<file path="config.mk">
export PLATFORM = sky130hd
export DESIGN_NAME = pcc_counter_ctrl
export DESIGN_NICKNAME = d
export VERILOG_FILES = /design/src/pcc_pkg.sv /design/src/pcc_counter_ctrl.sv
export SDC_FILE = /design/constraint.sdc
export NUM_CORES = 1
export LEC_CHECK = 0
export BUFFER_PORTS_ARGS = -buffer_cell sky130_fd_sc_hd__buf_2
export CORE_MARGIN = 10
export CORE_UTILIZATION = 42
export DETAILED_ROUTE_END_ITERATION = 6
export PLACE_DENSITY = 0.79
export SLEW_MARGIN = 20
export SYNTH_ARGS = -nofsm -noshare
export SYNTH_HDL_FRONTEND = slang
export SYNTH_SLANG_ARGS = --single-unit
</file>
<file path="constraint.sdc">
create_clock -name clock -period 1.4 [get_ports clock]
set_clock_uncertainty 0.15 [all_clocks]
set_input_delay 0.42 -clock clock [delete_from_list [all_inputs] [get_ports clock]]
set_output_delay 0.42 -clock clock [all_outputs]
set_load 0.005 [all_outputs]
</file>
<file path="src/pcc_pkg.sv">
// package with constants and types of the pwm comparator-clear and counter control block
package pcc_pkg;
  // number of capture/compare modules and pwm channels
  localparam int unsigned NUM_CH = 3;
  // counter width and its top value
  localparam int unsigned CNT_W = 16;
  localparam logic [15:0] CNT_MAX = 16'hffff;
  localparam logic [15:0] CNT_RESET = 16'h0000;
  // control/status register address, seen from every page
  localparam logic [7:0] CSR_ADDR = 8'hd8;
  // bit address block of the bit-addressable register (address bits 7:3)
  localparam logic [4:0] CSR_BIT_BASE = 5'h1b;
  // field positions inside the control/status register
  localparam int unsigned CF_BIT = 7;
  localparam int unsigned RUN_BIT = 6;
  localparam int unsigned RSV_HI = 5;
  localparam int unsigned RSV_LO = 3;
  localparam int unsigned CCF_LSB = 0;
  // reset value of the control/status register
  localparam logic [7:0] CSR_RESET = 8'h00;
  localparam logic [7:0] RDATA_IDLE = 8'h00;
  localparam logic [2:0] RSV_VALUE = 3'h0;

  // control/status register image as software sees it
  typedef struct packed {
    logic cf;             // counter overflow flag
    logic run;            // counter run bit
    logic [2:0] unused;   // always zero
    logic [2:0] ccf;      // module match/capture flags
  } pcc_csr_s;

  // comparator-clear controls for all channels
  typedef struct packed {
    logic [2:0] enable;   // per channel clear enable
    logic polarity;       // 0 falling edge, 1 rising edge
  } pcc_clr_ctrl_s;
endpackage : pcc_pkg

</file>
<file path="src/pcc_counter_ctrl.sv">
// comparator-clear of pwm outputs plus counter run, overflow and match flags
//
// Behaviour
// pwm modes: clear forces channel low this cycle
// comparator synchronised to system clock first
// clear enabled per channel by its bit
// disabled clear leaves pwm output untouched
// polarity 0: falling comparator edge forces low
// polarity 1: rising comparator edge forces low
// active level persists: next cycle stays low
// counter wrap ffff to 0 sets overflow
// enabled overflow flag raises interrupt request
// flags cleared only by software, never hardware
// run bit 0 stops, 1 runs counter
// bits 5 to 3 read zero, ignore writes
// module match or capture sets its flag
// enabled module flag raises interrupt request
// register at d8 on all pages, bit-addressable
// overflow request gated by overflow enable
// forced low ends at next cycle boundary
`timescale 1ns/10ps
module pcc_counter_ctrl (
  // clock and reset
  input wire logic clock,
  input wire logic rst_n,
  // special function register port, byte access
  input wire logic [7:0] sfr_addr,
  input wire logic sfr_wr,
  input wire logic sfr_rd,
  input wire logic [7:0] sfr_wdata,
  output logic [7:0] sfr_rdata,
  // special function register port, single bit access
  input wire logic [7:0] bit_addr,
  input wire logic bit_wr,
  input wire logic bit_wdata,
  // configuration held outside this block
  input wire pcc_pkg::pcc_clr_ctrl_s clr_ctrl,
  input wire logic overflow_irq_enable,
  input wire logic [2:0] module_irq_enable,
  // counter timebase and module events
  input wire logic count_tick,
  input wire logic [2:0] match_event,
  // pwm datapath
  input wire logic [2:0] pwm_mode_active,
  input wire logic [2:0] pwm_cycle_start,
  input wire logic [2:0] pwm_raw,
  // analog comparator, asynchronous
  input wire logic cmp_async,
  // results
  output logic [2:0] pwm_channel_output,
  output logic [15:0] counter_value,
  output logic irq
);

  // reset release synchroniser
  logic rst_s1_n;
  logic rst_sync_n;

  // assert at once, release after two edges
  always_ff @(posedge clock or negedge rst_n) begin
    if (!rst_n) begin
      rst_s1_n <= 1'b0;
      rst_sync_n <= 1'b0;
    end else begin
      rst_s1_n <= 1'b1;
      rst_sync_n <= rst_s1_n;
    end
  end

  // decode of the register address, used by byte writes and reads
  function automatic logic csr_hit(input logic [7:0] addr);
    csr_hit = (addr == pcc_pkg::CSR_ADDR);
  endfunction : csr_hit

  // register state
  pcc_pkg::pcc_csr_s csr;       // flags and run bit
  pcc_pkg::pcc_csr_s next_csr;  // value for the next edge
  logic [7:0] wr_en;            // per bit software write enable
  logic [7:0] wr_val;           // per bit software write value
  logic wrap;                   // counter wraps this cycle

  // software write decode; byte and bit writes share one path
  always_comb begin
    wr_en = 8'h00;
    wr_val = sfr_wdata;
    if (sfr_wr && csr_hit(sfr_addr)) begin
      wr_en = 8'hff;
    end else if (bit_wr && bit_addr[7:3] == pcc_pkg::CSR_BIT_BASE) begin
      wr_en[bit_addr[2:0]] = 1'b1;
      wr_val = {8{bit_wdata}};
    end
  end

  // counter wraps only when running and ticking at the top value
  assign wrap = count_tick && csr.run && counter_value == pcc_pkg::CNT_MAX;

  // next register image; a hardware set wins over a software clear
  always_comb begin
    next_csr = csr;
    next_csr.unused = pcc_pkg::RSV_VALUE;
    if (wr_en[pcc_pkg::RUN_BIT]) begin
      next_csr.run = wr_val[pcc_pkg::RUN_BIT];
    end
    // flags only change on a software write or a hardware set
    if (wr_en[pcc_pkg::CF_BIT]) begin
      next_csr.cf = wr_val[pcc_pkg::CF_BIT];
    end
    if (wrap) begin
      next_csr.cf = 1'b1;
    end
    for (int i = 0; i < pcc_pkg::NUM_CH; i++) begin
      if (wr_en[pcc_pkg::CCF_LSB + i]) begin
        next_csr.ccf[i] = wr_val[pcc_pkg::CCF_LSB + i];
      end
      if (match_event[i]) begin
        next_csr.ccf[i] = 1'b1;
      end
    end
  end

  // control/status register
  always_ff @(posedge clock or negedge rst_sync_n) begin
    if (!rst_sync_n) begin
      csr <= pcc_pkg::CSR_RESET;
    end else begin
      csr <= next_csr;
    end
  end

  // the 16-bit counter; it wraps to zero, and the wrap sets the overflow flag
  always_ff @(posedge clock or negedge rst_sync_n) begin
    if (!rst_sync_n) begin
      counter_value <= pcc_pkg::CNT_RESET;
    end else if (count_tick && csr.run) begin
      counter_value <= counter_value + 16'h0001;
    end
  end

  // interrupt request follows the next flags so it rises with them
  always_ff @(posedge clock or negedge rst_sync_n) begin
    if (!rst_sync_n) begin
      irq <= 1'b0;
    end else begin
      irq <= (next_csr.cf && overflow_irq_enable)
        || |(next_csr.ccf & module_irq_enable);
    end
  end

  // read port; reserved bits come back as zero from the struct
  always_ff @(posedge clock or negedge rst_sync_n) begin
    if (!rst_sync_n) begin
      sfr_rdata <= pcc_pkg::RDATA_IDLE;
    end else if (sfr_rd && csr_hit(sfr_addr)) begin
      sfr_rdata <= csr;
    end else begin
      sfr_rdata <= pcc_pkg::RDATA_IDLE;
    end
  end

  // comparator synchroniser; cmp_s1 feeds only cmp_s2
  logic cmp_s1;
  logic cmp_s2;
  logic cmp_s3;   // previous synchronised value for edge detect
  logic cmp_fall; // falling edge of synchronised comparator
  logic cmp_rise; // rising edge of synchronised comparator
  logic cmp_edge; // edge selected by polarity
  logic cmp_level;// comparator at its active level

  // two flops against metastability, one more to see edges
  always_ff @(posedge clock or negedge rst_sync_n) begin
    if (!rst_sync_n) begin
      cmp_s1 <= 1'b0;
      cmp_s2 <= 1'b0;
      cmp_s3 <= 1'b0;
    end else begin
      cmp_s1 <= cmp_async;
      cmp_s2 <= cmp_s1;
      cmp_s3 <= cmp_s2;
    end
  end

  // the edge flop holds its reset value, not a sample, for the first cycles;
  // without this a comparator idling high would look like a rising edge after reset
  logic [2:0] cmp_fill; // ones shift in behind the synchroniser chain
  logic cmp_live;       // whole chain carries live comparator samples

  // fill marker, full once the edge flop has taken a real sample
  always_ff @(posedge clock or negedge rst_sync_n) begin
    if (!rst_sync_n) begin
      cmp_fill <= 3'h0;
    end else begin
      cmp_fill <= {cmp_fill[1:0], 1'b1};
    end
  end

  assign cmp_live = cmp_fill[2];
  assign cmp_fall = cmp_live && cmp_s3 && !cmp_s2;
  assign cmp_rise = cmp_live && !cmp_s3 && cmp_s2;
  // polarity picks the edge and the level that keeps the clear alive
  assign cmp_edge = clr_ctrl.polarity ? cmp_rise : cmp_fall;
  assign cmp_level = clr_ctrl.polarity ? cmp_s2 : !cmp_s2;

  // per channel clear hold and output stage
  logic [2:0] clear_hold;
  logic [2:0] next_hold;

  for (genvar g = 0; g < pcc_pkg::NUM_CH; g++) begin : g_ch
    // hold recomputed at each boundary; an edge on the boundary still sets it
    always_comb begin
      if (!clr_ctrl.enable[g] || !pwm_mode_active[g]) begin
        next_hold[g] = 1'b0;
      end else if (cmp_edge) begin
        next_hold[g] = 1'b1;
      end else if (pwm_cycle_start[g]) begin
        next_hold[g] = cmp_level;
      end else begin
        next_hold[g] = clear_hold[g];
      end
    end

    // hold flop
    always_ff @(posedge clock or negedge rst_sync_n) begin
      if (!rst_sync_n) begin
        clear_hold[g] <= 1'b0;
      end else begin
        clear_hold[g] <= next_hold[g];
      end
    end

    // output is registered, one cycle behind the raw pwm level
    always_ff @(posedge clock or negedge rst_sync_n) begin
      if (!rst_sync_n) begin
        pwm_channel_output[g] <= 1'b0;
      end else begin
        pwm_channel_output[g] <= pwm_raw[g] && !next_hold[g];
      end
    end

    force_low_a: assert property (@(posedge clock) disable iff (!rst_sync_n)
      clear_hold[g] |-> !pwm_channel_output[g])
      else $error("pwm output high while clear holds");

    disabled_pass_a: assert property (@(posedge clock) disable iff (!rst_sync_n)
      (rst_sync_n && !clr_ctrl.enable[g]) |=> pwm_channel_output[g] == $past(pwm_raw[g]))
      else $error("disabled clear changed pwm output");

    rise_clear_a: assert property (@(posedge clock) disable iff (!rst_sync_n)
      (clr_ctrl.polarity && clr_ctrl.enable[g] && pwm_mode_active[g] && cmp_rise)
      |=> !pwm_channel_output[g] && clear_hold[g])
      else $error("rising edge did not clear pwm output");

    fall_clear_a: assert property (@(posedge clock) disable iff (!rst_sync_n)
      (!clr_ctrl.polarity && clr_ctrl.enable[g] && pwm_mode_active[g] && cmp_fall)
      |=> !pwm_channel_output[g] && clear_hold[g])
      else $error("falling edge did not clear pwm output");

    mode_off_a: assert property (@(posedge clock) disable iff (!rst_sync_n)
      (rst_sync_n && !pwm_mode_active[g]) |=> !clear_hold[g] && pwm_channel_output[g] == $past(pwm_raw[g]))
      else $error("clear held outside pwm mode");

    level_carry_a: assert property (@(posedge clock) disable iff (!rst_sync_n)
      (pwm_cycle_start[g] && clr_ctrl.enable[g] && pwm_mode_active[g] && cmp_level)
      |=> clear_hold[g])
      else $error("active level did not keep clear into next cycle");

    release_a: assert property (@(posedge clock) disable iff (!rst_sync_n)
      (pwm_cycle_start[g] && !cmp_edge && !cmp_level) |=> !clear_hold[g])
      else $error("clear did not end at cycle boundary");

    match_set_a: assert property (@(posedge clock) disable iff (!rst_sync_n)
      match_event[g] |=> csr.ccf[g] ##1 (csr.ccf[g] || $past(wr_en[pcc_pkg::CCF_LSB + g])))
      else $error("match event did not set module flag");
  end

  sync_fall_a: assert property (@(posedge clock) disable iff (!rst_sync_n)
    cmp_fall |-> $past(cmp_async, 3) && !$past(cmp_async, 2))
    else $error("falling edge not from synchronised comparator");

  ovf_set_a: assert property (@(posedge clock) disable iff (!rst_sync_n)
    (count_tick && csr.run && counter_value == pcc_pkg::CNT_MAX)
    |=> csr.cf && counter_value == pcc_pkg::CNT_RESET)
    else $error("wrap did not set overflow flag");

  flag_sticky_a: assert property (@(posedge clock) disable iff (!rst_sync_n)
    (csr.cf && !wr_en[pcc_pkg::CF_BIT]) |=> csr.cf)
    else $error("overflow flag cleared without software");

  run_stop_a: assert property (@(posedge clock) disable iff (!rst_sync_n)
    !csr.run |=> $stable(counter_value))
    else $error("counter moved while stopped");

  ovf_irq_a: assert property (@(posedge clock) disable iff (!rst_sync_n)
    (csr.cf && $past(overflow_irq_enable)) |-> irq)
    else $error("overflow flag without interrupt request");

  mod_irq_a: assert property (@(posedge clock) disable iff (!rst_sync_n)
    (|(csr.ccf & $past(module_irq_enable))) |-> irq)
    else $error("module flag without interrupt request");

  reserved_zero_a: assert property (@(posedge clock) disable iff (!rst_sync_n)
    sfr_rdata[pcc_pkg::RSV_HI:pcc_pkg::RSV_LO] == pcc_pkg::RSV_VALUE)
    else $error("reserved bits read nonzero");

  csr_read_a: assert property (@(posedge clock) disable iff (!rst_sync_n)
    (sfr_rd && sfr_addr == pcc_pkg::CSR_ADDR) |=> sfr_rdata == $past(csr))
    else $error("register read returned wrong value");

endmodule : pcc_counter_ctrl

</file>
Word level (Yosys, flattened, before mapping) --
Index checks and enable logic that the tools add are counted.
Word-level totals: memories kept 0, register bits 44, word-level logic and storage cells 81, bits in latches 0, output and inout bits 28, bits in read-only memories 0, RAM bits 0
Cells by class: divide/modulo/power cells 0, shift-type cells 0, add/subtract/negate cells 1, eq/ne operators 3, bitwise gates (word level) 1, $lt $le $gt $ge 2, multiply operators 0, reduce and logical (&&, ||, !) cells 30, multiplexer cells 26
Operators by type and width (number):
- 2-to-1 mux 8 bit | 5
- 2-to-1 mux 1 bit | 20
- adder 16 x 1 -> 16 bit, second input constant | 1
- == test 16 bit, second input constant | 1
- logical AND 1 bit | 14
- logical NOT 1 bit | 11
- == test 8 bit, second input constant | 1
- == test 5 bit, second input constant | 1
- logical OR 1 bit | 4
- less-than comparator 3 x 4 -> 1 bit, second input constant | 1
- AND 3 bit | 1
- demux 1 bit (select 3 bit) | 1
- >= comparator 3 x 1 -> 1 bit, second input constant | 1
- OR reduction 3 bit | 1

Logic depth before layout (Yosys ltp) --
Gate-level depths: netlist of run 1.
depth after elaboration 11, mapped depth 6, mapped depth without buffers 6

Least setup slack after synthesis of run 1 --
OpenSTA, ideal clock, no wires.
path type input port to flip-flop, from input bit_addr[5], to register irq, buffers on the path 0, data arrival time 1.703 ns, data required time 1.124 ns, library setup time 0.126 ns, stages 5, path slack -0.579 ns, path through nand4b_4 or3_4 a2111oi_4 o22ai_1 a221o_1
On the way: word-level cells in the longest chain between the ends 9
Ends and longest elaborated chain:
- start, declared | line pcc_counter_ctrl.sv:33 | input wire logic [7:0] bit_addr,
- == test 5 bit * | line pcc_counter_ctrl.sv:88 | end else if (bit_wr && bit_addr[7:3] == pcc_pkg::CSR_BIT_BASE) begin
- logical AND 1 bit * | line pcc_counter_ctrl.sv:88
- 2-to-1 mux 8 bit | line pcc_counter_ctrl.sv:88
- 2-to-1 mux 8 bit | line pcc_counter_ctrl.sv:86 | if (sfr_wr && csr_hit(sfr_addr)) begin
- 2-to-1 mux 1 bit | line pcc_counter_ctrl.sv:112 | if (wr_en[pcc_pkg::CCF_LSB + i]) begin
- 2-to-1 mux 1 bit | line pcc_counter_ctrl.sv:115 | if (match_event[i]) begin
- AND 3 bit | line pcc_counter_ctrl.sv:145 | || |(next_csr.ccf & module_irq_enable);
- OR reduction 3 bit | line pcc_counter_ctrl.sv:145
- logical OR 1 bit * | line pcc_counter_ctrl.sv:145
- end signal, assigned | line pcc_counter_ctrl.sv:144 | irq <= (next_csr.cf && overflow_irq_enable)
- end, declared | line pcc_counter_ctrl.sv:52 | output logic irq
Mark *: on every way between the ends. The rest lies on a longest branch, timed or not. A chain may end at the register's enable or synchronous reset.

Worst setup path in the final report of run 1 --
from input bit_addr[2], to register irq
On the way: word-level cells in the longest chain between the ends 11
Ends and longest elaborated chain:
- less-than comparator 3 x 4 -> 1 bit (implied by the code) / >= comparator 3 x 1 -> 1 bit (equally long branches) | line pcc_counter_ctrl.sv:89 | wr_en[bit_addr[2:0]] = 1'b1;
- logical AND 1 bit (implied by the code) | line pcc_counter_ctrl.sv:89
- 2-to-1 mux 1 bit (implied by the code) | line pcc_counter_ctrl.sv:89
- demux 1 bit (select 3 bit) * | line pcc_counter_ctrl.sv:89
- 2-to-1 mux 8 bit * | line pcc_counter_ctrl.sv:88
- 2-to-1 mux 8 bit * | line pcc_counter_ctrl.sv:86
- 2-to-1 mux 1 bit | line pcc_counter_ctrl.sv:112
- 2-to-1 mux 1 bit | line pcc_counter_ctrl.sv:115
- AND 3 bit | line pcc_counter_ctrl.sv:145
- OR reduction 3 bit | line pcc_counter_ctrl.sv:145
- logical OR 1 bit * | line pcc_counter_ctrl.sv:145
Marks and branches as above.

==> results by group, run 1 <==
Run status
  • Status: finished, violations left
  • Violations in the final reports: negative setup slack

Clock tree
  • Max Buffers Root-to-Sink: 2
  • Library cell used as clock root buffer: sky130_fd_sc_hd__clkbuf_8
  • CTS Buf Count: 5
  • Worst-Skew Late Latency: approximately 0.29 ns
  • CTS Sinks: 41
  • Clock slew at the register clock pins of the worst setup and hold paths: 0.08 ns
  • CTS tree: done
  • Deepest level of the CTS H-tree: 2

Pwr
  • Power per unit of standard cell area: 847.9 nW/um^2
  • Proportion of power drawn by flip-flops and latches: 0.480
  • Leak: between 1.5 and 2 nW
  • Internal power: 0.002008 W
  • Comb power frac: 0.227
  • NetSw: between 0.0006 and 0.0007 W
  • Clock network power share: 0.293
  • Switching power as a share of total power: 0.2497
  • Max IR drop VDD: about 0.53 mV
  • Total power of the final layout: 0.002676 W

Global routing
  • Global-route congestion overflow total: 0
  • Maximum number of pins on one net before global-route repair: 40
  • Antenna violations before repair: 0
  • Most crowded layer after global routing: met2
  • Routing usage on met3: 0.06623
  • Met2 global-route usage: 0.2500
  • Vias in the first global route: 1,876
  • Met1 demand-to-capacity share in global routing: 0.1501
  • First-pass GRT wire length: about 8.7 mm
  • Total routing resource utilization after global routing: 0.1441

Routing
  • Detailed-route wire length per cell: approximately 16 um
  • DRT Wirelength: 5.477 mm
  • Routed vias/inst: 4.855
  • Vias: approximately 1,700
  • Drc violations: 0
  • Final antenna-violating net count: 0
  • Number of iterations in the first detailed-routing pass: 4
  • Detailed router's first-iteration violation count: 66

Synthesis
  • Area of the mapped netlist: 1810 um^2
  • Fraction of the yosys area taken by sequential cells: 0.5667
  • Cell type with the highest aggregate area in the netlist: sky130_fd_sc_hd__dfrtp_1
  • Portion of synthesized cell area occupied by the leading cell type: 0.5667
  • Number of standard cells after synthesis: 155
  • Top post-synthesis cells by area: sky130_fd_sc_hd__dfrtp_1 57%, sky130_fd_sc_hd__xnor2_1 6.3%, sky130_fd_sc_hd__nand2_1 3.7%, sky130_fd_sc_hd__nand3_1 1.9%, sky130_fd_sc_hd__and2_1 1.7%
  • Number of library cell types mapped by synthesis: 40
  • Register bit total from synthesis: 41
  • Synthesis warning total: 0
  • Mean instance size in the synthesized netlist: approximately 12 um^2

Setup path
  • Worst reg2reg path startpoint: counter_value[0]
  • Arrival time reported for the critical path endpoint: 1.77 ns
  • Worst path required time: 1.42 ns
  • Sort of element at the end of the critical path: flop
  • Maximum fanout count along the critical path: 3
  • Slowest cell delay on critical path: 0.39 ns
  • Start-to-end type of the worst setup path: primary input to flop
  • R2r setup slk: -0.33 ns
  • Crit-path cells: buf_2 > nand2b_1 > or3_4 > a2111oi_4 > o22ai_1 > a221o_1
  • Kind of cell with the highest combined delay on the critical path: compound AO/OA/AOI/OAI gates
  • Worst reg2reg endpoint: irq
  • Critical path startpoint: bit_addr[2]
  • Critical path endpoint: irq
  • Category of the worst setup path launch point: primary input
  • Buf+Inv Stages, Crit Path: 1
  • Max stage delay cell, worst path: sky130_fd_sc_hd__or3_4
  • Worst reg-to-reg path cell count: 6
  • Number of cells on the critical path: 6

Floorplan
  • Number of I/O pins: 80
  • Core Box Area: 4086 um^2
  • Die Y-Extent: 85.66 um
  • Die Width: 85.66 um
  • Initial cell density of the core: 0.4430
  • Row count: 23
  • Die area: 7337 um^2

STA
  • Period minus WS final: 1.752 ns
  • Period Utilization, post-route: 1.251
  • Number of hold violations in the final report: 0
  • Final Slew Violations: 0
  • Final setup slack of the worst path: -0.3519 ns
  • RSZ-0062 raised after global routing: true
  • Hold WS: 0.08388 ns
  • # setup viols final: 28
  • Highest attainable clock frequency: 570.8 MHz

Place
  • Pre-CTS setup slack: -0.7377 ns
  • GPL Wtd Cong: 0.7551
  • Placed inst area: 2526 um^2
  • Sum of net half-perimeters after detailed placement: 3.714 mm
  • Port-buffer cells: 73

Cells and area
  • Final core utilization: 0.7725
  • N_diodes: 0
  • Fraction of layout instances using a drive strength above 1: 0.6080
  • NumNets Final: 354
  • Area of all placed cells without fillers: 3157 um^2
  • Area added between synthesis and finish: 74.36%

Min path
  • Startpoint of the lowest-slack hold path: cmp_async
  • Hold crit path type: primary input to flop

Run
  • Max-cap check violation count: 0
-- layout make-up --
| class | count | area [um^2] |
|---|---|---|
| fillers | 264 | 929.6 |
| clock inverters | 1 | 7.507 |
| repair buffers | 140 | 1036 |
| clock buffers | 6 | 82.58 |
| well taps | 50 | 62.56 |
| flip-flops and latches | 41 | 1027 |
| inverters | 2 | 7.507 |
| multi-input cells | 111 | 933.4 |
-- timing repair --
item | in CTS | in global routing
gates resized for setup | 46 | 25
hold buffers | 1 | 0
setup buffers | 25 | 11
endpoints found under the setup margin | 30 | 39
pin swaps | 22 | 17
endpoints found under the hold margin | 2 | 0
-- metrics by stage --
stage | cells | setup TNS (ns)
2_1_floorplan | 158 | -1.609
3_3_place_gp | 312 | -4.845
3_5_place_dp | 312 | -5.399
4_1_cts | 345 | -3.044
5_1_grt | 351 | -5.856
6_report | 351 | -4.398
-- cell families (layout without fill, tap and decap cells) --
group,count (synthesis),after routing,share of synthesized area
compound gates,21,21,0.09468
xor+xnor,16,16,0.07740
fa+ha+maj,1,1,0.006910
buf+inv,6,149,0.02073
flops,41,41,0.5667
mux,4,4,0.02281
other cells,2,5,0.004148
simple gates,64,64,0.2066
-- layout by cell type, fill, tap and decap left out, drive strengths merged, types with 2 or more instances in the layout --
| master | n |
|---|---|
| a21oi | 3 |
| mux2i | 3 |
| dfrtp | 41 |
| o31ai | 2 |
| nand4 | 5 |
| a2111oi | 2 |
| o21ai | 6 |
| nor2b | 3 |
| or2 | 2 |
| nor2 | 6 |
| inv | 2 |
| conb | 5 |
| nand2b | 2 |
| nor4 | 3 |
| xor2 | 3 |
| nor3 | 3 |
| nand2 | 18 |
| clkbuf | 6 |
| buf | 139 |
| nand3 | 7 |
| and2 | 5 |
| and3 | 3 |
| xnor2 | 13 |
-- synth_stat cells, drive strengths merged --
master and number:
a21oi 3, nor3 3, nand4b 1, xor2 3, nand3 7, mux2 1
nor2 6, ha 1, and4b 1, dfrtp 41, o41a 1, a211oi 1
inv 2, xnor2 13, o22ai 1, or3 1, conb 2, mux2i 3
nand3b 1, nor4b 1, and3 3, o221ai 1, a211o 1, o21bai 1
nor3b 1, o31ai 2, nand2 18, nand4 5, or2 2, o211ai 1
a221o 1, and2 5, nor4 3, o21ai 6, nor2b 3, a2111oi 2
nand2b 2, and4 1, buf 4
-- worst min-delay path by stage --
| stage | end | slack (ns) | cells after the start |
|---|---|---|---|
| floorplan | rst_s1_n | -0.03 | 0 |
| global placement | rst_s1_n | 0.06 | 1 |
| detailed placement | rst_sync_n | 0.06 | 1 |
| CTS | cmp_s1 | 0.07 | 1 |
| global route | cmp_s1 | 0.07 | 1 |
| finish | cmp_s1 | 0.08 | 1 |
-- sequential cells by signal (all words and copies together) (netlist names) --
register            cells
csr                     5
pwm_channel_output      3
irq                     1
rst_s1_n                1
rst_sync_n              1
counter_value          16
clear_hold              3
cmp_s1                  1
cmp_fill                3
cmp_s2                  1
sfr_rdata               5
cmp_s3                  1
-- per-layer routing --
layer,routed length (um),vias up
met5,0,-
met4,61,0
met2,2846,61
li1,-,836
met1,2149,800
met3,419,7
-- power groups by stage --
stage	registers (W)	logic, W	clock network [W]
CTS	0.00128	0.000514	0.000816
floorplan	0.00133	0.000106	0
global route	0.00129	0.000668	0.000864
detailed placement	0.00130	0.000384	0
global placement	0.00130	0.000374	0
finish	0.00128	0.000607	0.000785
Note: power is estimated with default switching activity, not from simulation.
==> run 2: changes to the inputs <==
--- a/config.mk
+++ b/config.mk
@@ -5,9 +5,10 @@
 export SDC_FILE = /design/constraint.sdc
 export NUM_CORES = 1
 export LEC_CHECK = 0
+export ABC_AREA = 1
 export BUFFER_PORTS_ARGS = -buffer_cell sky130_fd_sc_hd__buf_2
 export CORE_MARGIN = 10
-export CORE_UTILIZATION = 42
+export CORE_UTILIZATION = 43
 export DETAILED_ROUTE_END_ITERATION = 6
 export PLACE_DENSITY = 0.79
 export SLEW_MARGIN = 20
==> results by group, run 2 <==
Setup path
  • R2r setup slk: -0.24 ns (was -0.33 ns)
  • Start-to-end type of the worst setup path: flop to flop (was primary input to flop)
  • Slowest cell delay on critical path: 0.38 ns (was 0.39 ns)
  • Category of the worst setup path launch point: flop (was primary input)
  • Critical path endpoint: counter_value[13] (was irq)
  • Worst path required time: 1.43 ns (was 1.42 ns)
  • Critical path startpoint: counter_value[1] (was bit_addr[2])
  • Crit-path cells: buf_6 > nand2_1 > nor3_4 > nand2_4 > nor2_4 > nand4_1 > xnor2_1 (was buf_2 > nand2b_1 > or3_4 > a2111oi_4 > o22ai_1 > a221o_1)
  • Worst reg2reg path startpoint: counter_value[1] (was counter_value[0])
  • Worst reg2reg endpoint: counter_value[13] (was irq)
  • Sort of element at the end of the critical path: flop (unchanged)
  • Buf+Inv Stages, Crit Path: 1 (unchanged)
  • Max stage delay cell, worst path: sky130_fd_sc_hd__dfrtp_1 (was sky130_fd_sc_hd__or3_4)
  • Maximum fanout count along the critical path: 3 (unchanged)
  • Worst reg-to-reg path cell count: 7 (was 6)
  • Number of cells on the critical path: 7 (was 6)
  • Kind of cell with the highest combined delay on the critical path: simple AND/OR/NAND/NOR gates (was compound AO/OA/AOI/OAI gates)
  • Arrival time reported for the critical path endpoint: 1.66 ns (was 1.77 ns)

Synthesis
  • Proportion of register bits with asynchronous set or reset after synthesis: 1.000 (unchanged)
  • Mean instance size in the synthesized netlist: 8.457 um^2 (was 11.68 um^2)
  • Portion of synthesized cell area occupied by the leading cell type: 0.5119 (was 0.5667)
  • Cell type with the highest aggregate area in the netlist: sky130_fd_sc_hd__dfrtp_1 (unchanged)
  • Top post-synthesis cells by area: sky130_fd_sc_hd__dfrtp_1 51%, sky130_fd_sc_hd__nand2_1 13%, sky130_fd_sc_hd__inv_1 6.6%, sky130_fd_sc_hd__xor2_1 4.4%, sky130_fd_sc_hd__nand3_1 4.2% (was sky130_fd_sc_hd__dfrtp_1 57%, sky130_fd_sc_hd__xnor2_1 6.3%, sky130_fd_sc_hd__nand2_1 3.7%, sky130_fd_sc_hd__nand3_1 1.9%, sky130_fd_sc_hd__and2_1 1.7%)
  • Most used flip-flop cell after synthesis: sky130_fd_sc_hd__dfrtp_1 (unchanged)
  • Count of flip-flops with a built-in enable after synthesis: 0 (unchanged)
  • Cell with the most instances after synthesis: sky130_fd_sc_hd__nand2_1 (was sky130_fd_sc_hd__dfrtp_1)
  • Register bit total from synthesis: 41 (unchanged)
  • Fraction of the yosys area taken by sequential cells: 0.5119 (was 0.5667)
  • Area of the mapped netlist: 2004 um^2 (was 1810 um^2)
  • Cell types with the highest counts after synthesis: 72 x sky130_fd_sc_hd__nand2_1, 41 x sky130_fd_sc_hd__dfrtp_1, 35 x sky130_fd_sc_hd__inv_1, 19 x sky130_fd_sc_hd__nor2_1, 17 x sky130_fd_sc_hd__nand3_1 (was 41 x sky130_fd_sc_hd__dfrtp_1, 18 x sky130_fd_sc_hd__nand2_1, 13 x sky130_fd_sc_hd__xnor2_1, 7 x sky130_fd_sc_hd__nand3_1)
  • Number of library cell types mapped by synthesis: 28 (was 40)
  • Synthesis warning total: 0 (unchanged)
  • Number of standard cells after synthesis: 237 (was 155)

Run status
  • Violations in the final reports: negative setup slack (unchanged)
  • Status: finished, violations left (unchanged)

STA
  • Number of hold violations in the final report: 0 (unchanged)
  • Period minus WS final: 1.636 ns (was 1.752 ns)
  • Final setup slack of the worst path: -0.2355 ns (was -0.3519 ns)
  • # setup viols final: 24 (was 28)
  • Hold WS: 0.08253 ns (was 0.08388 ns)
  • Period Utilization, post-route: 1.168 (was 1.251)
  • RSZ-0062 raised after global routing: true (unchanged)
  • Highest attainable clock frequency: 611.4 MHz (was 570.8 MHz)
  • Final Slew Violations: 0 (unchanged)

Floorplan
  • Initial cell density of the core: 0.4510 (was 0.4430)
  • Number of I/O pins: 80 (unchanged)
  • Die area: 7792 um^2 (was 7337 um^2)
  • Row count: 24 (was 23)
  • Die Width: 88.28 um (was 85.66 um)
  • Die Y-Extent: 88.28 um (was 85.66 um)
  • Core Box Area: 4444 um^2 (was 4086 um^2)

Clock tree
  • Worst-Skew Late Latency: 0.30 ns (was 0.29 ns)
  • Library cell used as clock root buffer: sky130_fd_sc_hd__clkbuf_8 (unchanged)
  • CTS Sinks: 41 (unchanged)
  • Max Buffers Root-to-Sink: 2 (unchanged)
  • CTS Buf Count: 5 (unchanged)
  • Clock slew at the register clock pins of the worst setup and hold paths: 0.07 ns (was 0.08 ns)
  • CTS tree: done (unchanged)
  • Deepest level of the CTS H-tree: 2 (unchanged)

Pwr
  • Leak: 1.810 nW (was 1.566 nW)
  • Switching power as a share of total power: 0.2762 (was 0.2497)
  • Comb power frac: 0.291 (was 0.227)
  • Power per unit of standard cell area: 944.8 nW/um^2 (was 847.9 nW/um^2)
  • Proportion of power drawn by flip-flops and latches: 0.455 (was 0.480)
  • NetSw: 0.0008086 W (was 0.0006684 W)
  • Max IR drop VDD: 0.5155 mV (was 0.5268 mV)
  • Internal power: 0.002119 W (was 0.002008 W)
  • Clock network power share: 0.254 (was 0.293)

Routing
  • DRT Wirelength: 5.723 mm (was 5.477 mm)
  • Number of iterations in the first detailed-routing pass: 4 (unchanged)
  • Final antenna-violating net count: 0 (unchanged)
  • Drc violations: 0 (unchanged)
  • Vias: 1,926 (was 1,704)
  • Routed vias/inst: 4.564 (was 4.855)
  • Detailed-route wire length per cell: 13.56 um (was 15.60 um)
  • Detailed router's first-iteration violation count: 57 (was 66)

Cells and area
  • Fraction of layout instances using a drive strength above 1: 0.4514 (was 0.6080)
  • Most frequent standard cell in the layout excluding fill and tap cells: sky130_fd_sc_hd__nand2_1 (was sky130_fd_sc_hd__buf_2)
  • Layout fillers: 341 (was 264)
  • NumNets Final: 422 (was 354)
  • Most flop-heavy register: counter_value (unchanged)
  • N_diodes: 0 (unchanged)
  • Non-filler instance count after layout: 422 (was 351)
  • Area added between synthesis and finish: 54.62% (was 74.36%)
  • Number of flip-flops under the largest register name: 16 (unchanged)
  • Most used cells in the layout excluding fill and tap cells: 68 x sky130_fd_sc_hd__nand2_1, 66 x sky130_fd_sc_hd__buf_2, 42 x sky130_fd_sc_hd__buf_4, 41 x sky130_fd_sc_hd__dfrtp_1, 32 x sky130_fd_sc_hd__inv_1 (was 60 x sky130_fd_sc_hd__buf_2, 46 x sky130_fd_sc_hd__buf_4, 40 x sky130_fd_sc_hd__dfrtp_1, 32 x sky130_fd_sc_hd__buf_6, 15 x sky130_fd_sc_hd__nand2_1)
  • Registers with the most flip-flops: counter_value x16, csr x5, sfr_rdata x5 (unchanged)

Global routing
  • First-pass GRT wire length: 8.880 mm (was 8.652 mm)
  • Antenna violations before repair: 0 (unchanged)
  • Total routing resource utilization after global routing: 0.1434 (was 0.1441)
  • Global-route congestion overflow total: 0 (unchanged)
  • Vias in the first global route: 2,003 (was 1,876)
  • Maximum number of pins on one net before global-route repair: 40 (unchanged)

Min path
  • Hold crit path type: primary input to flop (unchanged)
  • Number of cells on the worst hold path: 1 (unchanged)

Place
  • Pre-CTS setup slack: -0.3593 ns (was -0.7377 ns)
  • Sum of net half-perimeters after detailed placement: 3.954 mm (was 3.714 mm)
  • Cell count after placement: 392 (was 312)
  • Port-buffer cells: 73 (unchanged)
  • GPL Wtd Cong: 0.8914 (was 0.7551)

Run
  • Max-cap check violation count: 0 (unchanged)
==> run 2: cell types whose count changed after synthesis, moves of 4 or more <==
cell                      previous run  this run
sky130_fd_sc_hd__xor2_1              3        10
sky130_fd_sc_hd__nor2_2              0         5
sky130_fd_sc_hd__xnor2_1            13         4
sky130_fd_sc_hd__nand4_1             5         1
sky130_fd_sc_hd__nand3_1             7        17
sky130_fd_sc_hd__nand2_1            18        72
sky130_fd_sc_hd__and2_1              5         0
sky130_fd_sc_hd__nor2_1              6        19
sky130_fd_sc_hd__inv_1               2        35
==> run 2: repair_timing <==
action / 4_1_cts / 5_1_grt
hold buffers: 1 / 0
pin swaps: 16 / 10
endpoints found under the setup margin: 25 / 34
endpoints found under the hold margin: 2 / 0
buffers inserted: 16 / 9
resized for setup: 24 / 12
==> run 2: area by class of cell <==
cell class              count  area [um^2]  area share
clock buffers               8        80.08     0.02584
repair buffers            126        855.8      0.2761
flip-flops and latches     41         1026      0.3310
inverters                  36        140.1     0.04522
well taps                  52        65.06     0.02099
multi-input cells         159        932.1      0.3008
==> run 2: worst min-delay path by stage <==
| stage | from | to |
|---|---|---|
| floorplan | rst_n | rst_s1_n |
| global placement | rst_n | rst_s1_n |
| detailed placement | rst_n | rst_s1_n |
| CTS | cmp_async | cmp_s1 |
| global route | cmp_async | cmp_s1 |
| finish | cmp_async | cmp_s1 |
==> run 2: power by group through the flow <==
stage	registers (W)	clock network, W	logic (W)
detailed placement	0.00134	0	0.000608
CTS	0.00133	0.000747	0.000778
global placement	0.00134	0	0.000586
floorplan	0.00138	0	0.000206
finish	0.00133	0.000743	0.000852
global route	0.00134	0.000796	0.000922
==> run 2: cells by family (layout without fill, tap and decap cells) <==
family / after synthesis / in the layout / synth area share
fa+ha+maj: 1 / 1 / 0.006241
flops: 41 / 41 / 0.5119
xor+xnor: 14 / 14 / 0.06117
simple gates: 128 / 128 / 0.3021
buf+inv: 40 / 170 / 0.08115
other cells: 2 / 5 / 0.003747
compound gates: 10 / 10 / 0.02809
mux: 1 / 1 / 0.005618
==> run 2: layer usage <==
layer,global-route usage,vias to the layer above,routed length (um)
met3,0.04871,15,364
met4,0.04699,0,119
li1,-,973,-
met1,0.1489,881,2166
met5,0,-,0
met2,0.2646,57,3072
==> run 2: metrics by stage <==
stage | instance area [um^2] | utilization | TNS (ns) | total power, W
after floorplan | 2047 | - | -0.3148 | 0.001589
after global routing | 3099 | 0.6974 | -4.456 | 0.003060
final | 3099 | 0.6974 | -2.790 | 0.002928
after global placement | 2689 | 0.6050 | -2.188 | 0.001923
after detailed placement | 2689 | 0.6050 | -2.807 | 0.001953
after CTS | 2985 | 0.6717 | -1.744 | 0.002855
